==> src/sfh_pkg.sv <==
// Purpose: shared constants and types for the serial flash host controller
// Assumes: 250 MHz system clock, flash in SPI mode 0
// Notes: register offsets are byte addresses on the APB slave
package sfh_pkg;
  localparam int CLK_PERIOD_NS = 4;
  localparam int T_DESEL_NS = 50;
  localparam int T_CS_SETUP_NS = 8;
  localparam int DESEL_CYC = (T_DESEL_NS + CLK_PERIOD_NS - 1) / CLK_PERIOD_NS;
  localparam int CS_SETUP_CYC =
    (T_CS_SETUP_NS + CLK_PERIOD_NS - 1) / CLK_PERIOD_NS;
  localparam int SCK_HALF_CYC = 8;

  localparam logic [7:0] REG_CMD = 8'h00;
  localparam logic [7:0] REG_ADDR = 8'h04;
  localparam logic [7:0] REG_LEN = 8'h08;
  localparam logic [7:0] REG_CFG = 8'h0c;
  localparam logic [7:0] REG_WDATA = 8'h10;
  localparam logic [7:0] REG_RDATA = 8'h14;
  localparam logic [7:0] REG_STAT = 8'h18;

  localparam int CMD_RECOVER_BIT = 8;
  localparam int CFG_CRM_BIT = 2;
  localparam int STAT_ERR_BIT = 8;
  localparam logic [23:0] ADDR_RST = 24'h000000;
  localparam logic [15:0] LEN_RST = 16'h0000;
  localparam logic [2:0] CFG_RST = 3'h0;
  localparam logic [3:0] DQ_IDLE = 4'hf;

  localparam logic [7:0] OP_READ = 8'h03;
  localparam logic [7:0] OP_FAST = 8'h0b;
  localparam logic [7:0] OP_DUAL_OUT = 8'h3b;
  localparam logic [7:0] OP_DUAL_IO = 8'hbb;
  localparam logic [7:0] OP_QUAD_OUT = 8'h6b;
  localparam logic [7:0] OP_QUAD_IO = 8'heb;
  localparam logic [7:0] OP_PROG = 8'h02;
  localparam logic [7:0] OP_QPROG = 8'h32;
  localparam logic [7:0] OP_SECT_ER = 8'h20;
  localparam logic [7:0] OP_HALF_ER = 8'h52;
  localparam logic [7:0] OP_BLK_ER = 8'hd8;
  localparam logic [7:0] OP_CHIP_ER1 = 8'hc7;
  localparam logic [7:0] OP_CHIP_ER2 = 8'h60;
  localparam logic [7:0] OP_RESET_ARM = 8'h66;
  localparam logic [7:0] OP_RESET = 8'h99;
  localparam logic [7:0] OP_QUAD_ENTER = 8'h38;
  localparam logic [7:0] OP_QUAD_EXIT = 8'hff;
  localparam logic [7:0] OP_WRITE_ENABLE_CMD = 8'h06;
  localparam logic [7:0] OP_WRDI = 8'h04;
  localparam logic [7:0] OP_VSR_EN = 8'h50;
  localparam logic [7:0] OP_STAT_WR = 8'h01;
  localparam logic [7:0] OP_STAT3_WR = 8'hc0;
  localparam logic [7:0] OP_ID_RES = 8'hab;
  localparam logic [7:0] OP_ID_MFR = 8'h90;

  // mode byte values are arbitrary; device only needs them to differ
  localparam logic [7:0] CRM_MODE_ON = 8'ha0;
  localparam logic [7:0] CRM_MODE_OFF = 8'h00;
  localparam logic [4:0] FAST_DUMMY_CLK = 5'd8;
  localparam logic [4:0] DUAL_IO_DUMMY_CLK = 5'd4;
  localparam logic [4:0] MODE_CLK = 5'd2;

  typedef enum logic [4:0] {
    ST_IDLE = 5'b00001,
    ST_SETUP = 5'b00010,
    ST_SHIFT = 5'b00100,
    ST_HOLD = 5'b01000,
    ST_GAP = 5'b10000
  } sfh_state_e;

  typedef enum logic [4:0] {
    PH_NONE = 5'b00000,
    PH_CMD = 5'b00001,
    PH_ADDR = 5'b00010,
    PH_MODE = 5'b00100,
    PH_DUMMY = 5'b01000,
    PH_DATA = 5'b10000
  } sfh_phase_e;

  function automatic logic [1:0] lane_shift(input logic [2:0] w);
    lane_shift = (w == 3'd4) ? 2'd2 : (w == 3'd2) ? 2'd1 : 2'd0;
  endfunction : lane_shift

  function automatic logic [4:0] clocks_for(input logic [5:0] bits,
                                            input logic [2:0] w);
    clocks_for = 5'(bits >> lane_shift(w));
  endfunction : clocks_for

  // status register three dummy field code to clock count
  function automatic logic [4:0] sr3_dummy(input logic [1:0] code);
    case (code)
      2'd0: sr3_dummy = 5'd6;
      2'd1: sr3_dummy = 5'd4;
      2'd2: sr3_dummy = 5'd8;
      default: sr3_dummy = 5'd10;
    endcase
  endfunction : sr3_dummy
endpackage : sfh_pkg

==> src/sfh_host_ctrl.sv <==
// Purpose: APB-driven host controller framing serial flash commands
// Assumes: flash in SPI mode 0; software polls STAT for data flags
// Notes: mode flags are the host's shadow of the device's state
//
// Implementation choices: the APB interface to the registers and the register addresses.
`timescale 1ns/100ps
module sfh_host_ctrl
  import sfh_pkg::*;
#(
  parameter int SCK_HALF = SCK_HALF_CYC
)
(
  input wire logic clk_sys_in,
  input wire logic rst_b_in,
  input wire logic psel_in,
  input wire logic penable_in,
  input wire logic pwrite_in,
  input wire logic [7:0] paddr_in,
  input wire logic [31:0] pwdata_in,
  output logic [31:0] prdata_out,
  output logic pready_out,
  output logic pslverr_out,
  output logic flash_cs_b_out,
  output wire logic flash_sck_out,
  output logic [3:0] flash_dq_out,
  output logic [3:0] flash_dq_oe_b_out,
  input wire logic [3:0] flash_dq_in
);
  sfh_state_e st_reg;
  sfh_phase_e ph_reg;
  logic [15:0] tmr_reg;
  logic go_reg, err_reg, run_reg, wait_reg, rd_took_reg;
  logic [2:0] rec_reg;
  logic [23:0] addr_reg;
  logic [15:0] len_reg;
  logic [2:0] cfg_reg;
  logic [7:0] cmd_op_reg, op_q_reg;
  logic arm_reg, qpi_reg, crm_reg, wel_reg, vsr_reg;
  logic [2:0] cw_reg, aw_reg, dw_reg, w_reg;
  logic [4:0] dum_reg, cnt_reg, en_reg;
  logic rd_q_reg, rel_reg, crm_req_reg;
  logic [31:0] sh_reg;
  logic [7:0] rx_reg, rdata_reg, wd_reg;
  logic rd_valid_reg, wd_full_reg;
  logic [15:0] bytes_reg;
  logic sck_rise, sck_fall;
  logic [3:0] dq_s;

  logic apb_setup, apb_wr, apb_rd, busy, start, launch, refuse_evt;
  logic adv, stall, end_frame, frame_done;
  logic [7:0] d_op;
  logic [2:0] d_cw, d_aw, d_dw;
  logic [4:0] d_dum, d_en, above, nxt;
  logic [5:0] low_t;
  logic d_skip, d_aon, d_mon, d_rd, d_refuse;
  logic [15:0] d_len;
  logic [7:0] rx_next;

  sfh_sync #(.W(4)) u_sync (
    .clk_sys_in(clk_sys_in),
    .rst_b_in(rst_b_in),
    .async_in(flash_dq_in),
    .sync_out(dq_s)
  );

  sfh_sck_div #(.HALF(SCK_HALF)) u_div (
    .clk_sys_in(clk_sys_in),
    .rst_b_in(rst_b_in),
    .run_in(run_reg),
    .sck_out(flash_sck_out),
    .rise_out(sck_rise),
    .fall_out(sck_fall)
  );

  assign apb_setup = psel_in & ~penable_in;
  assign apb_wr = psel_in & penable_in & pready_out & pwrite_in;
  assign apb_rd = psel_in & penable_in & pready_out & ~pwrite_in;
  assign busy = (st_reg != ST_IDLE) | go_reg | (rec_reg != 3'd0);
  assign start = (st_reg == ST_IDLE) & (go_reg | (rec_reg != 3'd0));
  assign launch = start & ~d_refuse;
  assign refuse_evt = start & d_refuse;
  assign frame_done = (st_reg == ST_HOLD) & (tmr_reg == 16'h0000);

  // command decode from opcode and current shadow mode
  always_comb
  begin
    d_op = cmd_op_reg;
    d_cw = qpi_reg ? 3'd4 : 3'd1;
    d_aw = d_cw;
    d_dw = d_cw;
    d_skip = 1'b0;
    d_aon = 1'b0;
    d_mon = 1'b0;
    d_dum = 5'd0;
    d_rd = 1'b1;
    d_len = len_reg;
    d_refuse = 1'b0;
    if (rec_reg != 3'd0)
    begin
      d_op = rec_reg[0] ? OP_RESET_ARM : OP_RESET;
      d_cw = (rec_reg <= 3'd2) ? 3'd4 : 3'd1;
      d_len = 16'h0000;
    end
    else
    begin
      case (cmd_op_reg)
        OP_READ, OP_DUAL_OUT, OP_DUAL_IO, OP_QUAD_OUT:
        begin
          d_refuse = qpi_reg;
          d_aon = 1'b1;
          if (cmd_op_reg == OP_DUAL_OUT)
          begin
            d_dum = FAST_DUMMY_CLK;
            d_dw = 3'd2;
          end
          else if (cmd_op_reg == OP_DUAL_IO)
          begin
            d_aw = 3'd2;
            d_dum = DUAL_IO_DUMMY_CLK;
            d_dw = 3'd2;
          end
          else if (cmd_op_reg == OP_QUAD_OUT)
          begin
            d_dum = FAST_DUMMY_CLK;
            d_dw = 3'd4;
          end
        end
        OP_FAST:
        begin
          d_aon = 1'b1;
          d_dum = qpi_reg ? sr3_dummy(cfg_reg[1:0]) : FAST_DUMMY_CLK;
        end
        OP_QUAD_IO:
        begin
          d_skip = crm_reg;
          d_aon = 1'b1;
          d_aw = 3'd4;
          d_mon = 1'b1;
          // configured count includes the two mode clocks
          d_dum = sr3_dummy(cfg_reg[1:0]) - MODE_CLK;
          d_dw = 3'd4;
        end
        OP_PROG, OP_QPROG:
        begin
          d_aon = 1'b1;
          d_rd = 1'b0;
          d_dw = (cmd_op_reg == OP_QPROG) ? 3'd4 : d_cw;
          d_refuse = ~wel_reg;
        end
        OP_SECT_ER, OP_HALF_ER, OP_BLK_ER, OP_CHIP_ER1, OP_CHIP_ER2:
        begin
          d_aon = (cmd_op_reg != OP_CHIP_ER1) & (cmd_op_reg != OP_CHIP_ER2);
          d_len = 16'h0000;
          d_refuse = ~wel_reg;
        end
        OP_STAT_WR, OP_STAT3_WR:
        begin
          d_rd = 1'b0;
          d_refuse = ~(wel_reg | (vsr_reg & (cmd_op_reg == OP_STAT_WR)));
        end
        OP_QUAD_EXIT, OP_RESET_ARM, OP_RESET:
        begin
          d_len = 16'h0000;
          d_cw = (qpi_reg | crm_reg) ? 3'd4 : 3'd1;
        end
        OP_ID_RES, OP_ID_MFR:
          d_aon = 1'b1;
        default:
          d_rd = 1'b1;
      endcase
      if (crm_reg & ~((cmd_op_reg == OP_QUAD_IO) | (cmd_op_reg == OP_QUAD_EXIT)
          | (cmd_op_reg == OP_RESET_ARM) | (cmd_op_reg == OP_RESET)))
        d_refuse = 1'b1;
    end
    d_en = {d_len != 16'h0000, d_dum != 5'd0, d_mon, d_aon, ~d_skip};
  end

  // next enabled phase after the current one
  always_comb
  begin
    low_t = {5'(ph_reg), 1'b0} - 6'd1;
    above = (ph_reg == PH_NONE) ? en_reg : (en_reg & ~low_t[4:0]);
    nxt = above & (~above + 5'd1);
    adv = ((st_reg == ST_SETUP) & (tmr_reg == 16'h0000))
          | ((st_reg == ST_SHIFT) & (sck_fall | wait_reg));
    stall = 1'b0;
    end_frame = 1'b0;
    if (cnt_reg != 5'd0)
      stall = (ph_reg == PH_DATA) & rd_q_reg & (cnt_reg == 5'd1) & rd_valid_reg;
    else if ((ph_reg == PH_DATA) & (bytes_reg > 16'h0001))
      stall = ~rd_q_reg & ~wd_full_reg;
    else if (nxt == 5'd0)
      end_frame = 1'b1;
    else
      stall = (nxt == 5'(PH_DATA)) & ~rd_q_reg & ~wd_full_reg;
    case (w_reg)
      3'd4: rx_next = {rx_reg[3:0], dq_s};
      3'd2: rx_next = {rx_reg[5:0], dq_s[1:0]};
      default: rx_next = {rx_reg[6:0], dq_s[1]};
    endcase
  end

  // frame sequencing
  always_ff @(posedge clk_sys_in)
  begin
    if (!rst_b_in)
    begin
      st_reg <= ST_IDLE;
      tmr_reg <= 16'h0000;
      flash_cs_b_out <= 1'b1;
      rec_reg <= 3'd0;
    end
    else
    begin
      case (st_reg)
        ST_IDLE:
          if (launch)
          begin
            st_reg <= ST_SETUP;
            flash_cs_b_out <= 1'b0;
            tmr_reg <= 16'(CS_SETUP_CYC);
          end
          else if (apb_wr & (paddr_in == REG_CMD) & ~busy
                   & pwdata_in[CMD_RECOVER_BIT])
            rec_reg <= 3'd1;
        ST_SETUP:
          if (tmr_reg == 16'h0000)
            st_reg <= ST_SHIFT;
          else
            tmr_reg <= tmr_reg - 16'h0001;
        ST_SHIFT:
          if (adv & end_frame)
          begin
            st_reg <= ST_HOLD;
            tmr_reg <= 16'(SCK_HALF);
          end
        ST_HOLD:
          if (tmr_reg == 16'h0000)
          begin
            st_reg <= ST_GAP;
            flash_cs_b_out <= 1'b1;
            tmr_reg <= 16'(DESEL_CYC);
          end
          else
            tmr_reg <= tmr_reg - 16'h0001;
        ST_GAP:
          if (tmr_reg == 16'h0000)
          begin
            st_reg <= ST_IDLE;
            rec_reg <= (rec_reg == 3'd4) ? 3'd0
                     : (rec_reg == 3'd0) ? 3'd0 : rec_reg + 3'd1;
          end
          else
            tmr_reg <= tmr_reg - 16'h0001;
        default:
          st_reg <= ST_IDLE;
      endcase
    end
  end

  // bit shifter, phase loading and data staging
  always_ff @(posedge clk_sys_in)
  begin
    if (!rst_b_in)
    begin
      ph_reg <= PH_NONE;
      {sh_reg, rx_reg, rdata_reg, wd_reg} <= '0;
      {cnt_reg, en_reg, dum_reg, bytes_reg} <= '0;
      {cw_reg, aw_reg, dw_reg, w_reg} <= {4{3'd1}};
      {op_q_reg, rd_q_reg, rel_reg, crm_req_reg} <= '0;
      {run_reg, wait_reg, rd_valid_reg, wd_full_reg} <= 4'h0;
    end
    else
    begin
      if (apb_wr & (paddr_in == REG_WDATA) & ~wd_full_reg)
      begin
        wd_reg <= pwdata_in[7:0];
        wd_full_reg <= 1'b1;
      end
      if (apb_rd & (paddr_in == REG_RDATA) & rd_took_reg)
        rd_valid_reg <= 1'b0;
      if (launch)
      begin
        ph_reg <= PH_NONE;
        cnt_reg <= 5'd0;
        op_q_reg <= d_op;
        {cw_reg, aw_reg, dw_reg} <= {d_cw, d_aw, d_dw};
        {dum_reg, en_reg, rd_q_reg} <= {d_dum, d_en, d_rd};
        bytes_reg <= d_len;
        crm_req_reg <= cfg_reg[CFG_CRM_BIT];
      end
      if ((st_reg == ST_SHIFT) & sck_rise)
      begin
        cnt_reg <= cnt_reg - 5'd1;
        rx_reg <= rx_next;
        if ((ph_reg == PH_DATA) & rd_q_reg & (cnt_reg == 5'd1))
        begin
          rdata_reg <= rx_next;
          rd_valid_reg <= 1'b1;
        end
      end
      if (adv & stall)
      begin
        wait_reg <= 1'b1;
        run_reg <= 1'b0;
      end
      else if (adv & end_frame)
      begin
        wait_reg <= 1'b0;
        run_reg <= 1'b0;
        ph_reg <= PH_NONE;
      end
      else if (adv)
      begin
        wait_reg <= 1'b0;
        run_reg <= 1'b1;
        if (cnt_reg != 5'd0)
          sh_reg <= sh_reg << w_reg;
        else if ((ph_reg == PH_DATA) & (bytes_reg > 16'h0001))
        begin
          bytes_reg <= bytes_reg - 16'h0001;
          cnt_reg <= clocks_for(6'd8, dw_reg);
          if (!rd_q_reg)
          begin
            sh_reg <= {wd_reg, 24'h000000};
            wd_full_reg <= 1'b0;
          end
        end
        else
        begin
          ph_reg <= sfh_phase_e'(nxt);
          case (nxt)
            5'(PH_CMD):
            begin
              {sh_reg, w_reg, rel_reg} <= {op_q_reg, 24'h0, cw_reg, 1'b0};
              cnt_reg <= clocks_for(6'd8, cw_reg);
            end
            5'(PH_ADDR):
            begin
              {sh_reg, w_reg, rel_reg} <= {addr_reg, 8'h00, aw_reg, 1'b0};
              cnt_reg <= clocks_for(6'd24, aw_reg);
            end
            5'(PH_MODE):
            begin
              sh_reg <= {crm_req_reg ? CRM_MODE_ON : CRM_MODE_OFF, 24'h0};
              {w_reg, rel_reg, cnt_reg} <= {3'd4, 1'b0, MODE_CLK};
            end
            5'(PH_DUMMY):
              {w_reg, rel_reg, cnt_reg} <= {dw_reg, 1'b1, dum_reg};
            default:
            begin
              {w_reg, rel_reg} <= {dw_reg, rd_q_reg};
              cnt_reg <= clocks_for(6'd8, dw_reg);
              if (!rd_q_reg)
              begin
                sh_reg <= {wd_reg, 24'h000000};
                wd_full_reg <= 1'b0;
              end
            end
          endcase
        end
      end
    end
  end

  // lane drive: unused lanes hold the protect and hold pins high
  always_ff @(posedge clk_sys_in)
  begin
    if (!rst_b_in)
    begin
      flash_dq_out <= DQ_IDLE;
      flash_dq_oe_b_out <= DQ_IDLE;
    end
    else if (flash_cs_b_out | (st_reg == ST_IDLE))
      flash_dq_oe_b_out <= DQ_IDLE;
    else
      case (w_reg)
        3'd4:
        begin
          flash_dq_out <= sh_reg[31:28];
          flash_dq_oe_b_out <= rel_reg ? 4'hf : 4'h0;
        end
        3'd2:
        begin
          flash_dq_out <= {2'b11, sh_reg[31:30]};
          flash_dq_oe_b_out <= rel_reg ? 4'h3 : 4'h0;
        end
        default:
        begin
          flash_dq_out <= {3'b110, sh_reg[31]};
          flash_dq_oe_b_out <= 4'h2;
        end
      endcase
  end

  // shadow of the device's mode, updated when a frame closes
  always_ff @(posedge clk_sys_in)
  begin
    if (!rst_b_in)
      {arm_reg, qpi_reg, crm_reg, wel_reg, vsr_reg} <= 5'h00;
    else if (frame_done)
    begin
      arm_reg <= (op_q_reg == OP_RESET_ARM);
      vsr_reg <= (op_q_reg == OP_VSR_EN);
      case (op_q_reg)
        OP_RESET:
          if (arm_reg)
          begin
            // accepted even mid-erase; the device aborts it
            qpi_reg <= 1'b0;
            crm_reg <= 1'b0;
            wel_reg <= 1'b0;
          end
        OP_QUAD_ENTER:
          qpi_reg <= 1'b1;
        OP_QUAD_EXIT:
          if (crm_reg)
            crm_reg <= 1'b0;
          else if (qpi_reg)
            qpi_reg <= 1'b0;
        OP_QUAD_IO:
          crm_reg <= crm_req_reg;
        OP_WRITE_ENABLE_CMD:
          wel_reg <= 1'b1;
        OP_WRDI, OP_PROG, OP_QPROG, OP_SECT_ER, OP_HALF_ER, OP_BLK_ER,
        OP_CHIP_ER1, OP_CHIP_ER2, OP_STAT_WR, OP_STAT3_WR:
          wel_reg <= 1'b0;
        default:
          wel_reg <= wel_reg;
      endcase
    end
  end

  // command launch request and sticky error
  always_ff @(posedge clk_sys_in)
  begin
    if (!rst_b_in)
    begin
      go_reg <= 1'b0;
      err_reg <= 1'b0;
    end
    else
    begin
      if (start)
        go_reg <= 1'b0;
      else if (apb_wr & (paddr_in == REG_CMD) & ~busy
               & ~pwdata_in[CMD_RECOVER_BIT])
        go_reg <= 1'b1;
      // set wins over the software clear
      if (refuse_evt | (apb_wr & (paddr_in == REG_CMD) & busy))
        err_reg <= 1'b1;
      else if (apb_wr & (paddr_in == REG_STAT) & pwdata_in[STAT_ERR_BIT])
        err_reg <= 1'b0;
    end
  end

  // apb register file; read data captured in the setup cycle
  always_ff @(posedge clk_sys_in)
  begin
    if (!rst_b_in)
    begin
      {prdata_out, pready_out, pslverr_out, rd_took_reg} <= '0;
      addr_reg <= ADDR_RST;
      len_reg <= LEN_RST;
      cfg_reg <= CFG_RST;
      cmd_op_reg <= 8'h00;
    end
    else
    begin
      pready_out <= 1'b1;
      if (apb_setup)
      begin
        pslverr_out <= ~(paddr_in inside {REG_CMD, REG_ADDR, REG_LEN,
                         REG_CFG, REG_WDATA, REG_RDATA, REG_STAT});
        rd_took_reg <= (paddr_in == REG_RDATA) & rd_valid_reg;
        case (paddr_in)
          REG_CMD: prdata_out <= {24'h0, cmd_op_reg};
          REG_ADDR: prdata_out <= {8'h00, addr_reg};
          REG_LEN: prdata_out <= {16'h0000, len_reg};
          REG_CFG: prdata_out <= {29'h0, cfg_reg};
          REG_RDATA: prdata_out <= {24'h0, rdata_reg};
          REG_STAT: prdata_out <= {23'h0, err_reg, vsr_reg, wel_reg,
                                   arm_reg, crm_reg, qpi_reg, rd_valid_reg,
                                   wd_full_reg, busy};
          default: prdata_out <= 32'h00000000;
        endcase
      end
      if (apb_wr & ~busy)
      begin
        if (paddr_in == REG_CMD)
          cmd_op_reg <= pwdata_in[7:0];
        if (paddr_in == REG_ADDR)
          addr_reg <= pwdata_in[23:0];
        if (paddr_in == REG_LEN)
          len_reg <= pwdata_in[15:0];
        if (paddr_in == REG_CFG)
          cfg_reg <= pwdata_in[2:0];
      end
    end
  end
endmodule : sfh_host_ctrl

==> src/sfh_sync.sv <==
// Purpose: two-flop synchroniser for flash data pins
// Assumes: inputs asynchronous to clk_sys_in
// Notes: first stage is read by the second stage only
`timescale 1ns/100ps
module sfh_sync
  import sfh_pkg::*;
#(
  parameter int W = 4
)
(
  input wire logic clk_sys_in,
  input wire logic rst_b_in,
  input wire logic [W-1:0] async_in,
  output logic [W-1:0] sync_out
);
  logic [W-1:0] meta_reg;

  always_ff @(posedge clk_sys_in)
  begin
    if (!rst_b_in)
    begin
      meta_reg <= '0;
      sync_out <= '0;
    end
    else
    begin
      meta_reg <= async_in;
      sync_out <= meta_reg;
    end
  end
endmodule : sfh_sync

==> src/sfh_sck_div.sv <==
// Purpose: serial clock divider with edge pulses
// Assumes: run_in only drops while sck is low
// Notes: rise/fall pulses coincide with the sck flop changing
`timescale 1ns/100ps
module sfh_sck_div
  import sfh_pkg::*;
#(
  parameter int HALF = SCK_HALF_CYC
)
(
  input wire logic clk_sys_in,
  input wire logic rst_b_in,
  input wire logic run_in,
  output logic sck_out,
  output logic rise_out,
  output logic fall_out
);
  logic [7:0] cnt_reg;

  always_ff @(posedge clk_sys_in)
  begin
    if (!rst_b_in)
    begin
      cnt_reg <= 8'h00;
      sck_out <= 1'b0;
      rise_out <= 1'b0;
      fall_out <= 1'b0;
    end
    else if (!run_in)
    begin
      cnt_reg <= 8'h00;
      rise_out <= 1'b0;
      fall_out <= 1'b0;
    end
    else if (cnt_reg == 8'(HALF - 1))
    begin
      cnt_reg <= 8'h00;
      sck_out <= ~sck_out;
      rise_out <= ~sck_out;
      fall_out <= sck_out;
    end
    else
    begin
      cnt_reg <= cnt_reg + 8'h01;
      rise_out <= 1'b0;
      fall_out <= 1'b0;
    end
  end
endmodule : sfh_sck_div

==> config.mk <==
export PLATFORM = sky130hd
export DESIGN_NAME = sfh_host_ctrl
export DESIGN_NICKNAME = d
export VERILOG_FILES = /design/src/sfh_pkg.sv /design/src/sfh_host_ctrl.sv /design/src/sfh_sync.sv /design/src/sfh_sck_div.sv
export SDC_FILE = /design/constraint.sdc
export NUM_CORES = 1
export LEC_CHECK = 0
export ABC_AREA = 1
export CAP_MARGIN = 5
export CORE_ASPECT_RATIO = 0.8
export CORE_MARGIN = 2
export CORE_UTILIZATION = 35
export DETAILED_ROUTE_END_ITERATION = 10
export DONT_BUFFER_PORTS = 1
export HOLD_SLACK_MARGIN = 0.05
export SLEW_MARGIN = 40
export SYNTH_ARGS = -nofsm -noshare
export SYNTH_HDL_FRONTEND = slang
export SYNTH_SLANG_ARGS = --single-unit
==> constraint.sdc <==
create_clock -name clk_sys_in -period 2.7 [get_ports clk_sys_in]
set_clock_uncertainty 0.1 [all_clocks]
set_input_delay 0.675 -clock clk_sys_in [delete_from_list [all_inputs] [get_ports clk_sys_in]]
set_output_delay 0.675 -clock clk_sys_in [all_outputs]
set_load 0.03 [all_outputs]
# Yosys cells after proc, flatten, opt, wreduce, memory -nomap -nowiden
# Cells that the tools add are included.
[op_classes]
eq_ne = 81
bitwise = 72
mux = 127
order_cmp = 2
shift = 4
div = 0
multipliers = 0
n_reduce_logical = 52
n_addsub = 8
[ops]
columns = ["op", "n"]
rows = [
  ["two-way mux 16 bit", 12],
  ["one-hot mux 24 bit (6 select lines)", 1],
  ["one-hot mux 32 bit (4 select lines)", 1],
  ["== test 8 bit (second input constant)", 15],
  ["two-way mux 5 bit", 23],
  ["two-way mux 32 bit", 3],
  ["== test 8 x 7 -> 1 bit (second input constant)", 8],
  ["one-hot mux 16 bit (4 select lines)", 1],
  ["two-way mux 3 bit", 18],
  ["== test 8 x 6 -> 1 bit (second input constant)", 6],
  ["two-way mux 1 bit", 39],
  ["bitwise AND 1 bit", 37],
  ["== test 8 x 3 -> 1 bit (second input constant)", 4],
  ["<< shifter 32 x 3 -> 32 bit", 1],
  ["subtractor 16 x 1 -> 16 bit (second input constant)", 2],
  ["one-hot mux 5 bit (5 select lines)", 1],
  ["== test 8 x 2 -> 1 bit (second input constant)", 3],
  ["== test 8 x 4 -> 1 bit (second input constant)", 3],
  ["== test 8 x 5 -> 1 bit (second input constant)", 3],
  ["two-way mux 8 bit", 3],
  ["one-hot mux 5 bit (4 select lines)", 1],
  ["OR reduction 10 bit", 2],
  ["inverter 1 bit", 19],
  ["one-hot mux 3 bit (3 select lines)", 2],
  ["other kinds (58)", 138],
]
[totals]
output_inout_bits = 44
n_memories = 0
regBits = 263
mem_bits_ro = 0
mem_bits_rw = 0
latch_bits = 0

# Longest topological paths before layout
# Gate-level depths: netlist of the first run.
[logic_depth]
depth_word = 16
mapped_depth = 19
mapped_depth_nobuf = 18

# Hierarchy
# A second synthesis of the first run with hierarchy kept.
[unflattened]
cells_unflattened = 2167
area_unflattened_um2 = 14146.1
[modules_own_cells]
columns = ["mod", "seq_area_each_um2", "cells_per_inst", "area_each_um2", "n_inst"]
rows = [
  ["sfh_host_ctrl", 4664.5, 2083, 13467.9, 1],
  ["sfh_sck_div", 220.2, 59, 452.9, 1],
  ["sfh_sync", 160.2, 25, 225.2, 1],
]

# Least setup slack after synthesis of the first run
# OpenSTA, ideal clock, no wires.
[synth_path]
path_kind = "input to register"
from = "input paddr_in[1]"
to = "register len_reg[11]"
setup_ns = 0.128
t_arrival_ns = 2.108
stages = 9
n_path_buf = 1
path_slack_ns = 0.363
path_cell_list = "nor2_1 > inv_1 > nor3_1 > nand2_1 > nor2_1 > inv_2 > clkbuf_1 > o21ai_0 > a21oi_1"
[synth_between]
elab_chain_cells = 2
[synth_lines]
columns = ["item", "line", "text"]
rows = [
  ["start, declared", "sfh_host_ctrl.sv:18", "input wire logic [7:0] paddr_in,"],
  ["== test 8 x 4 -> 1 bit", "sfh_host_ctrl.sv:494", "if (paddr_in == REG_LEN)"],
  ["AND reduction 2 bit (no line)", "-", ""],
  ["end signal, assigned", "sfh_host_ctrl.sv:495", "len_reg <= pwdata_in[15:0];"],
  ["end, declared", "sfh_host_ctrl.sv:35", "logic [15:0] len_reg;"],
]
# Every way passes these cells.
# A chain may end at the register's enable or synchronous reset.

# Final worst setup path of the first run
[layout_path]
from = "register bytes_reg[0]"
to = "register sh_reg[28]"
[layout_between]
elab_chain_cells = 7
[layout_lines]
columns = ["item", "line", "text"]
rows = [
  ["start, declared", "sfh_host_ctrl.sv:45", "logic [15:0] bytes_reg;"],
  ["start signal, assigned", "sfh_host_ctrl.sv:289", "bytes_reg <= d_len;"],
  ["start signal, assigned", "sfh_host_ctrl.sv:321", "bytes_reg <= bytes_reg - 16'h0001;"],
  ["> comparator 16 x 1 -> 1 bit *", "sfh_host_ctrl.sv:190, sfh_host_ctrl.sv:319", ""],
  ["bitwise AND 1 bit *", "sfh_host_ctrl.sv:190, sfh_host_ctrl.sv:319", ""],
  ["two-way mux 1 bit", "sfh_host_ctrl.sv:190", "else if ((ph_reg == PH_DATA) & (bytes_reg > 16'h0001))"],
  ["two-way mux 1 bit", "sfh_host_ctrl.sv:188", "if (cnt_reg != 5'd0)"],
  ["bitwise AND 1 bit (on tied branches)", "sfh_host_ctrl.sv:302, sfh_host_ctrl.sv:307", ""],
  ["inverter 1 bit (no line)", "-", ""],
  ["AND reduction 4 bit (no line)", "-", ""],
  ["end signal, assigned", "sfh_host_ctrl.sv:318", "sh_reg <= sh_reg << w_reg;"],
  ["end signal, assigned", "sfh_host_ctrl.sv:325", "sh_reg <= {wd_reg, 24'h000000};"],
  ["end signal, assigned", "sfh_host_ctrl.sv:335", "{sh_reg, w_reg, rel_reg} <= {op_q_reg, 24'h0, cw_reg, 1'b0};"],
  ["end, declared", "sfh_host_ctrl.sv:42", "logic [31:0] sh_reg;"],
]
# Mark *: on every way between the ends. The rest lies on a longest branch, timed or not.

==> results.yml, run 1 <==
status:
  status: "completed"
clock_tree:
  clk_pin_slew_ps: 60
  hold_buffers: 0
  cts_sinks: 252
  htree_levels: 1
  cts_tree: "done"
  clock_latency_ps: 600
  cts_buffers: 29
  cts_root_buffer: "clkbuf_16"
  clockBufferDepth: 3
logic_synthesis:
  syn_avg_cell_area_um2: 6.42
  yosys.area.top_type_share_pct: 35.4
  syn_inst: 2219
  yosys-top-cells-area: "dfxtp_1, nand2_1, o21ai_0"
  ys_ff_latch: 252
  netlist_area_um2: 14200
  synth_warnings: 0
  synth-edff-count: 0
  synth.distinct_cells: 59
  synth-main-ff-cell: "dfxtp_1"
  ys_seq_area_share_pct: 35.4
  async_flop_share_pct: 0
  synth_top_area_cell: "dfxtp_1"
power:
  p_leak_nw: 6.69
  ir_drop_uv: 452
  p_switching_mw: 1.85
  clockPowerShare_pct: 52.4
  seqPwrFrac_pct: 46.0
  power.internal_mw: 6.32
  finalPower_mw: 8.16
  switching_share_pct: 22.7
  p_per_area_nw_per_um2: 504
  comb_power_share_pct: 1.5
final_layout:
  largest_reg_flops: 32
  diodes: 0
  final_common_cell: "nand2_1"
  layout_common_cells: "nand2_1, nor2_1, o21ai_0"
  area_growth_pct: 13.7
  layout-drive-gt1-share_pct: 8.66
  final_net_count: 2282
min_path:
  min_delay_path_depth: 1
  min_path_type: "in -> reg"
  worstHoldStart: "rst_b_in"
  hold_end: "cw_reg[0]$_SDFFE_PN1P_"
timing:
  rsz0062_at_grt: "false"
  hold_violations: 0
  finalSetupTns_ps: 0
  timing.final.setup_violations: 0
  finalMaxSlewViolations: 0
  post-route-period-util_pct: 96.0
  tightest_slew_ps: 760
  fmax_mhz: 386
  relSlewSlack_pct: 49.3
  finalCriticalPeriod_ps: 2590
floorplanning:
  start_util_pct: 35.3
  die-area_um2: 42300
  die_width_um: 230
  ioPinCount: 93
  num_rows: 66
  coreArea_um2: 40400
  die_y_um: 184
setup_path:
  crit_path_max_fanout: 14
  arrival_ps: 2980
  critPathRequiredTime_ps: 3090
  r2r-start: "bytes_reg[0]$_SDFF_PN0_"
  slowest_stage: "dfxtp_1"
  rr_worst_depth: 17
  reg2reg_to: "sh_reg[28]$_SDFFE_PN0P_"
  end_kind: "flop"
  cp-start-kind: "flop"
  cp_cell_sequence: "inv_1 -> ha_1 -> nand2_2 -> nor2_4 -> inv_2 -> nand2_1 -> nand3_4 -> a21oi_4 -> buf_4 -> nand3_2 -> nand3_2 -> clkinv_4 -> nand2_8 -> buf_6 -> nand2_1 -> nand2_1 -> nor2_1"
  cp_slowest_stage_delay_ps: 330
  crit_type: "reg -> reg"
  cpMostUsedCell: "nand2_1"
  ff2ff_setup_slack_ps: 110
routing:
  drc_errors: 0
  wl_um: 47700
  drt-initial-drc-count: 1437
  drtPass1Iterations: 5
  via_per_inst: 5.24
  vias: 14600
  wire_per_inst_um: 17.1
  ant_nets: 0
placement:
  port_buffers: 0
  routabilityCongestion: 0.954
  hpwlAfterDp_um: 34700
global_routing:
  antenna_found_initial: 0
  grt_pass1_vias: 13300
  grt_overflow: 0
  grt_use_total_pct: 21.7
  grt_max_degree: 188
  grt_pass1_wl_um: 73800
job:
  max_cap_viol_count: 0
[timing repair]
action,4_1_cts,5_1_grt
buffers inserted,2,4
endpoints found under the setup margin,2,82
gates cloned,0,4
pin swaps,1,4
resized for setup,0,31
[how the worst max path moves through the flow]
stage / startpoint / endpoint / slack (ps) / cells past startpoint
global route: bytes_reg[0]$_SDFF_PN0_ / sh_reg[25]$_SDFFE_PN0P_ / 6 / 16
CTS: ph_reg[0]$_SDFF_PN0_ / sh_reg[11]$_SDFFE_PN0P_ / 30 / 14
detailed placement: bytes_reg[0]$_SDFF_PN0_ / sh_reg[5]$_SDFFE_PN0P_ / 20 / 16
finish: bytes_reg[0]$_SDFF_PN0_ / sh_reg[28]$_SDFFE_PN0P_ / 110 / 17
global placement: ph_reg[0]$_SDFF_PN0_ / sh_reg[13]$_SDFFE_PN0P_ / 70 / 14
floorplan: paddr_in[1] / len_reg[11]$_SDFFE_PN0P_ / 360 / 9
[layout make-up]
| class | instances | area (um^2) |
|---|---|---|
| inverters | 275 | 1040 |
| fillers | 4306 | 24200 |
| clock inverters | 16 | 238 |
| flip-flops and latches | 252 | 5050 |
| repair buffers | 70 | 618 |
| multi-input cells | 1589 | 7780 |
| clock buffers | 37 | 786 |
| well taps | 544 | 681 |
[power groups by stage]
stage          clock [mW]  combinational [mW]  sequential, mW
2_1_floorplan           0               0.130            3.84
3_3_place_gp            0               0.120            3.84
3_5_place_dp            0               0.122            3.84
4_1_cts              4.35               0.123            3.76
5_1_grt              4.50               0.139            3.76
6_report             4.28               0.125            3.76
[synth_stat cells (12+ instances only)]
library cell	number
nor3_1	74
clkbuf_1	75
dfxtp_1	252
ha_1	16
o22a_1	13
xor2_1	18
buf_4	14
nand3_1	100
inv_1	253
a31oi_1	13
o22ai_1	29
nand4_1	35
o21ai_0	259
a21oi_1	141
nand2_1	461
inv_2	16
buf_2	12
nor2_1	312
[cell families after synthesis]
family,count (synthesis),share of synthesized area [%]
compound gates,513,20.2
xor+xnor,22,1.35
fa+ha+maj,16,1.41
buf+inv,386,11.0
flops,252,35.4
other cells,1,0.0263
simple gates,1029,30.7
[worst max-delay path, delay by kind of cell, from the launching register on]
family,cells,cell delay (ps)
DFF,1,330
buffers and inverters,5,640
AOI/OAI and AO/OA,1,220
adders and majority gates,1,190
and+or+nand+nor,10,980
[routing by layer]
layer | vias to the layer above | share of wire (%) | global-route usage [%]
met5 | - | 0 | 0
met3 | 45 | 7.2 | 3.39
met1 | 6787 | 48 | 31.5
met4 | 0 | 1.2 | 3.61
met2 | 474 | 43 | 34.0
li1 | 7283 | - | -
[metrics by stage]
| stage | cells | cell area [um^2] | util [%] | worst slack, ps | hold WS (ps) |
|---|---|---|---|---|---|
| 6_report | 2783 | 16200 | 40.1 | 109 | 86.9 |
| 5_1_grt | 2783 | 16200 | 40.1 | 6.13 | 88.6 |
| 4_1_cts | 2775 | 16000 | 39.6 | 27.4 | 56.9 |
| 3_5_place_dp | 2720 | 14900 | 37.0 | 21.3 | 310 |
| 3_3_place_gp | 2720 | 14900 | 37.0 | 70.4 | 298 |
| 2_1_floorplan | 2226 | 14300 | - | 363 | 290 |
Power figures use the tool's default switching activity.
==> run 2, diff against run 1 <==
--- a/config.mk
+++ b/config.mk
@@ -13,6 +13,7 @@
 export DETAILED_ROUTE_END_ITERATION = 10
 export DONT_BUFFER_PORTS = 1
 export HOLD_SLACK_MARGIN = 0.05
+export PLACE_DENSITY = 0.59
 export SLEW_MARGIN = 40
 export SYNTH_ARGS = -nofsm -noshare
 export SYNTH_HDL_FRONTEND = slang
==> run 2 against run 1 <==
Routed wire length shrank 1.1%. Combinational power hardly changed. Sequential share of layout area about the same. Critical path type unchanged. Via count fell by 0.27%. Setup slack gained 48 ps. Worst hold slack improved by 30 ps. Non-clock buffer count rose by 2. Clock power shrank 3%. Final cell count hardly changed. Register-to-register slack gained 50 ps. Power is 1.3% lower.
==> results.yml, run 2 (synthesis gave the netlist of run 1 again) <==
floorplanning:
  num_rows: 66
  start_util_pct: 35.3
  ioPinCount: 93
  coreArea_um2: 40400
  die_y_um: 184
  die-area_um2: 42300
  die_width_um: 230
final_layout:
  layout_common_cells: "nand2_1, nor2_1, o21ai_0"
  final_common_cell: "nand2_1"
  finalNonFillerCells: 2784
  largest_reg_flops: 32
  final_util_pct: 40.1
  layout-drive-gt1-share_pct: 8.62
  final_net_count: 2285
  n_fill_cell: 4302
  area_growth_pct: 13.7
  diodes: 0
routing:
  wl_um: 47200
  vias: 14500
  wire_per_inst_um: 16.9
  via_per_inst: 5.23
  ant_nets: 0
  drtPass1Iterations: 5
  drt-initial-drc-count: 1459
  drc_errors: 0
global_routing:
  grt_max_degree: 188
  grt_overflow: 0
  antenna_found_initial: 0
  grt_use_total_pct: 21.6
  grt_pass1_wl_um: 72900
  grt_pass1_vias: 13100
timing:
  finalSetupTns_ps: 0
  post-route-period-util_pct: 94.2
  finalCriticalPeriod_ps: 2540
  fin_ws_ps: 157
  finalMaxSlewViolations: 0
  timing.final.setup_violations: 0
  relSlewSlack_pct: 47.7
  tightest_slew_ps: 784
  hold_violations: 0
  fmax_mhz: 393
setup_path:
  cp-start-kind: "flop"
  cp.buffers_inverters: 3
  cp_cell_sequence: "inv_2 -> nand2_1 -> nor2_2 -> nand2_1 -> nand3_1 -> nand2_1 -> inv_1 -> nor2_1 -> nand2_2 -> nand2_4 -> nand2_4 -> nand2_4 -> buf_4 -> o21ai_0 -> nand2_1 -> nand3_1"
  crit_type: "reg -> reg"
  cp_slowest_stage_delay_ps: 480
  crit_path_max_fanout: 11
  slowest_stage: "dfxtp_1"
  cpMostUsedCell: "nand2_1"
  critPathRequiredTime_ps: 3050
  arrival_ps: 2890
  end_kind: "flop"
  crit_family: "simple AND/OR/NAND/NOR gates"
  ff2ff_setup_slack_ps: 160
placement:
  dp.cells: 2722
  hpwlAfterDp_um: 34200
  dp_slack_ps: 80.5
  routabilityCongestion: 0.932
  port_buffers: 0
min_path:
  min_path_type: "in -> reg"
power:
  p_leak_nw: 6.69
  p_per_area_nw_per_um2: 498
  ir_drop_uv: 402
clock_tree:
  cts_sinks: 252
  clk_pin_slew_ps: 60
  cts_root_buffer: "clkbuf_16"
  htree_levels: 1
  clockBufferDepth: 3
  clock_latency_ps: 590
  cts_buffers: 29
  cts_tree: "done"
job:
  max_cap_viol_count: 0
status:
  status: "completed"
==> run 2: cell types whose count changed in the layout (fill, tap and decap cells not counted), moves of 2 or more <==
cell | previous run | this run
nand2_4 | 4 | 6
nand2_1 | 456 | 454
nor2_2 | 8 | 5
nor2_1 | 304 | 308
clkinv_2 | 4 | 6
clkinvlp_4 | 4 | 1
clkinv_4 | 3 | 0
==> run 2: repair_timing <==
| item | CTS | global route |
|---|---|---|
| resized for setup | 0 | 30 |
| endpoints found under the hold margin | 1 | 0 |
| endpoints found under the setup margin | 0 | 105 |
| buffers inserted | 0 | 5 |
| hold buffers | 1 | 0 |
==> run 2: layer usage <==
layer  global-route usage, %  share of wire [%]
met1                    31.3                 48
met2                    32.6                 42
met3                    4.44                8.4
met4                    5.06                2.3
met5                       0                  0
==> run 2: final cells by class <==
type | instances | area [um^2] | share of cell area, %
multi-input combinational | 1590 | 7790 | 48.1
sequential | 252 | 5050 | 31.2
inverter | 275 | 1030 | 6.39
clock buffer | 38 | 800 | 4.94
tap | 544 | 681 | 4.20
timing repair buffer | 72 | 648 | 4.00
clock inverter | 13 | 186 | 1.15
==> run 2: path summary, 6_finish.rpt <==
path / start / end / cells after the start
worst max register to register: cmd_op_reg[7]$_SDFFE_PN0P_ / flash_cs_b_out$_SDFFE_PN1P_ / 16
worst min-delay path: flash_dq_in[2] / u_sync.meta_reg[2]$_SDFF_PN0_ / 2
worst min register to register: u_sync.meta_reg[1]$_SDFF_PN0_ / u_sync.sync_out[1]$_SDFF_PN0_ / 2
worst max-delay path: cmd_op_reg[7]$_SDFFE_PN0P_ / flash_cs_b_out$_SDFFE_PN1P_ / 16
==> run 2: where the power goes <==
| part | switching (mW) | internal [mW] | leakage (nW) | total, mW |
|---|---|---|---|---|
| logic | 0.0915 | 0.0351 | 4.17 | 0.127 |
| clock network | 1.71 | 2.47 | 0.486 | 4.17 |
| registers | 0.0248 | 3.73 | 2.03 | 3.76 |
==> run 2: per-stage QoR <==
stage | power (mW) | instance area, um^2 | hold slack, ps
after detailed placement | 3.96 | 14900 | 298
final | 8.06 | 16200 | 117
after global routing | 8.31 | 16200 | 96.7
after CTS | 8.13 | 15900 | 82.1
after floorplan | 3.97 | 14300 | 290
after global placement | 3.96 | 14900 | 300
==> run 2: worst reg2reg max path, delay by kind of cell (launching register included) <==
family	cells	cell delay [ps]
simple gates	12	1300
flops	1	480
buf+inv	3	420
compound gates	1	100
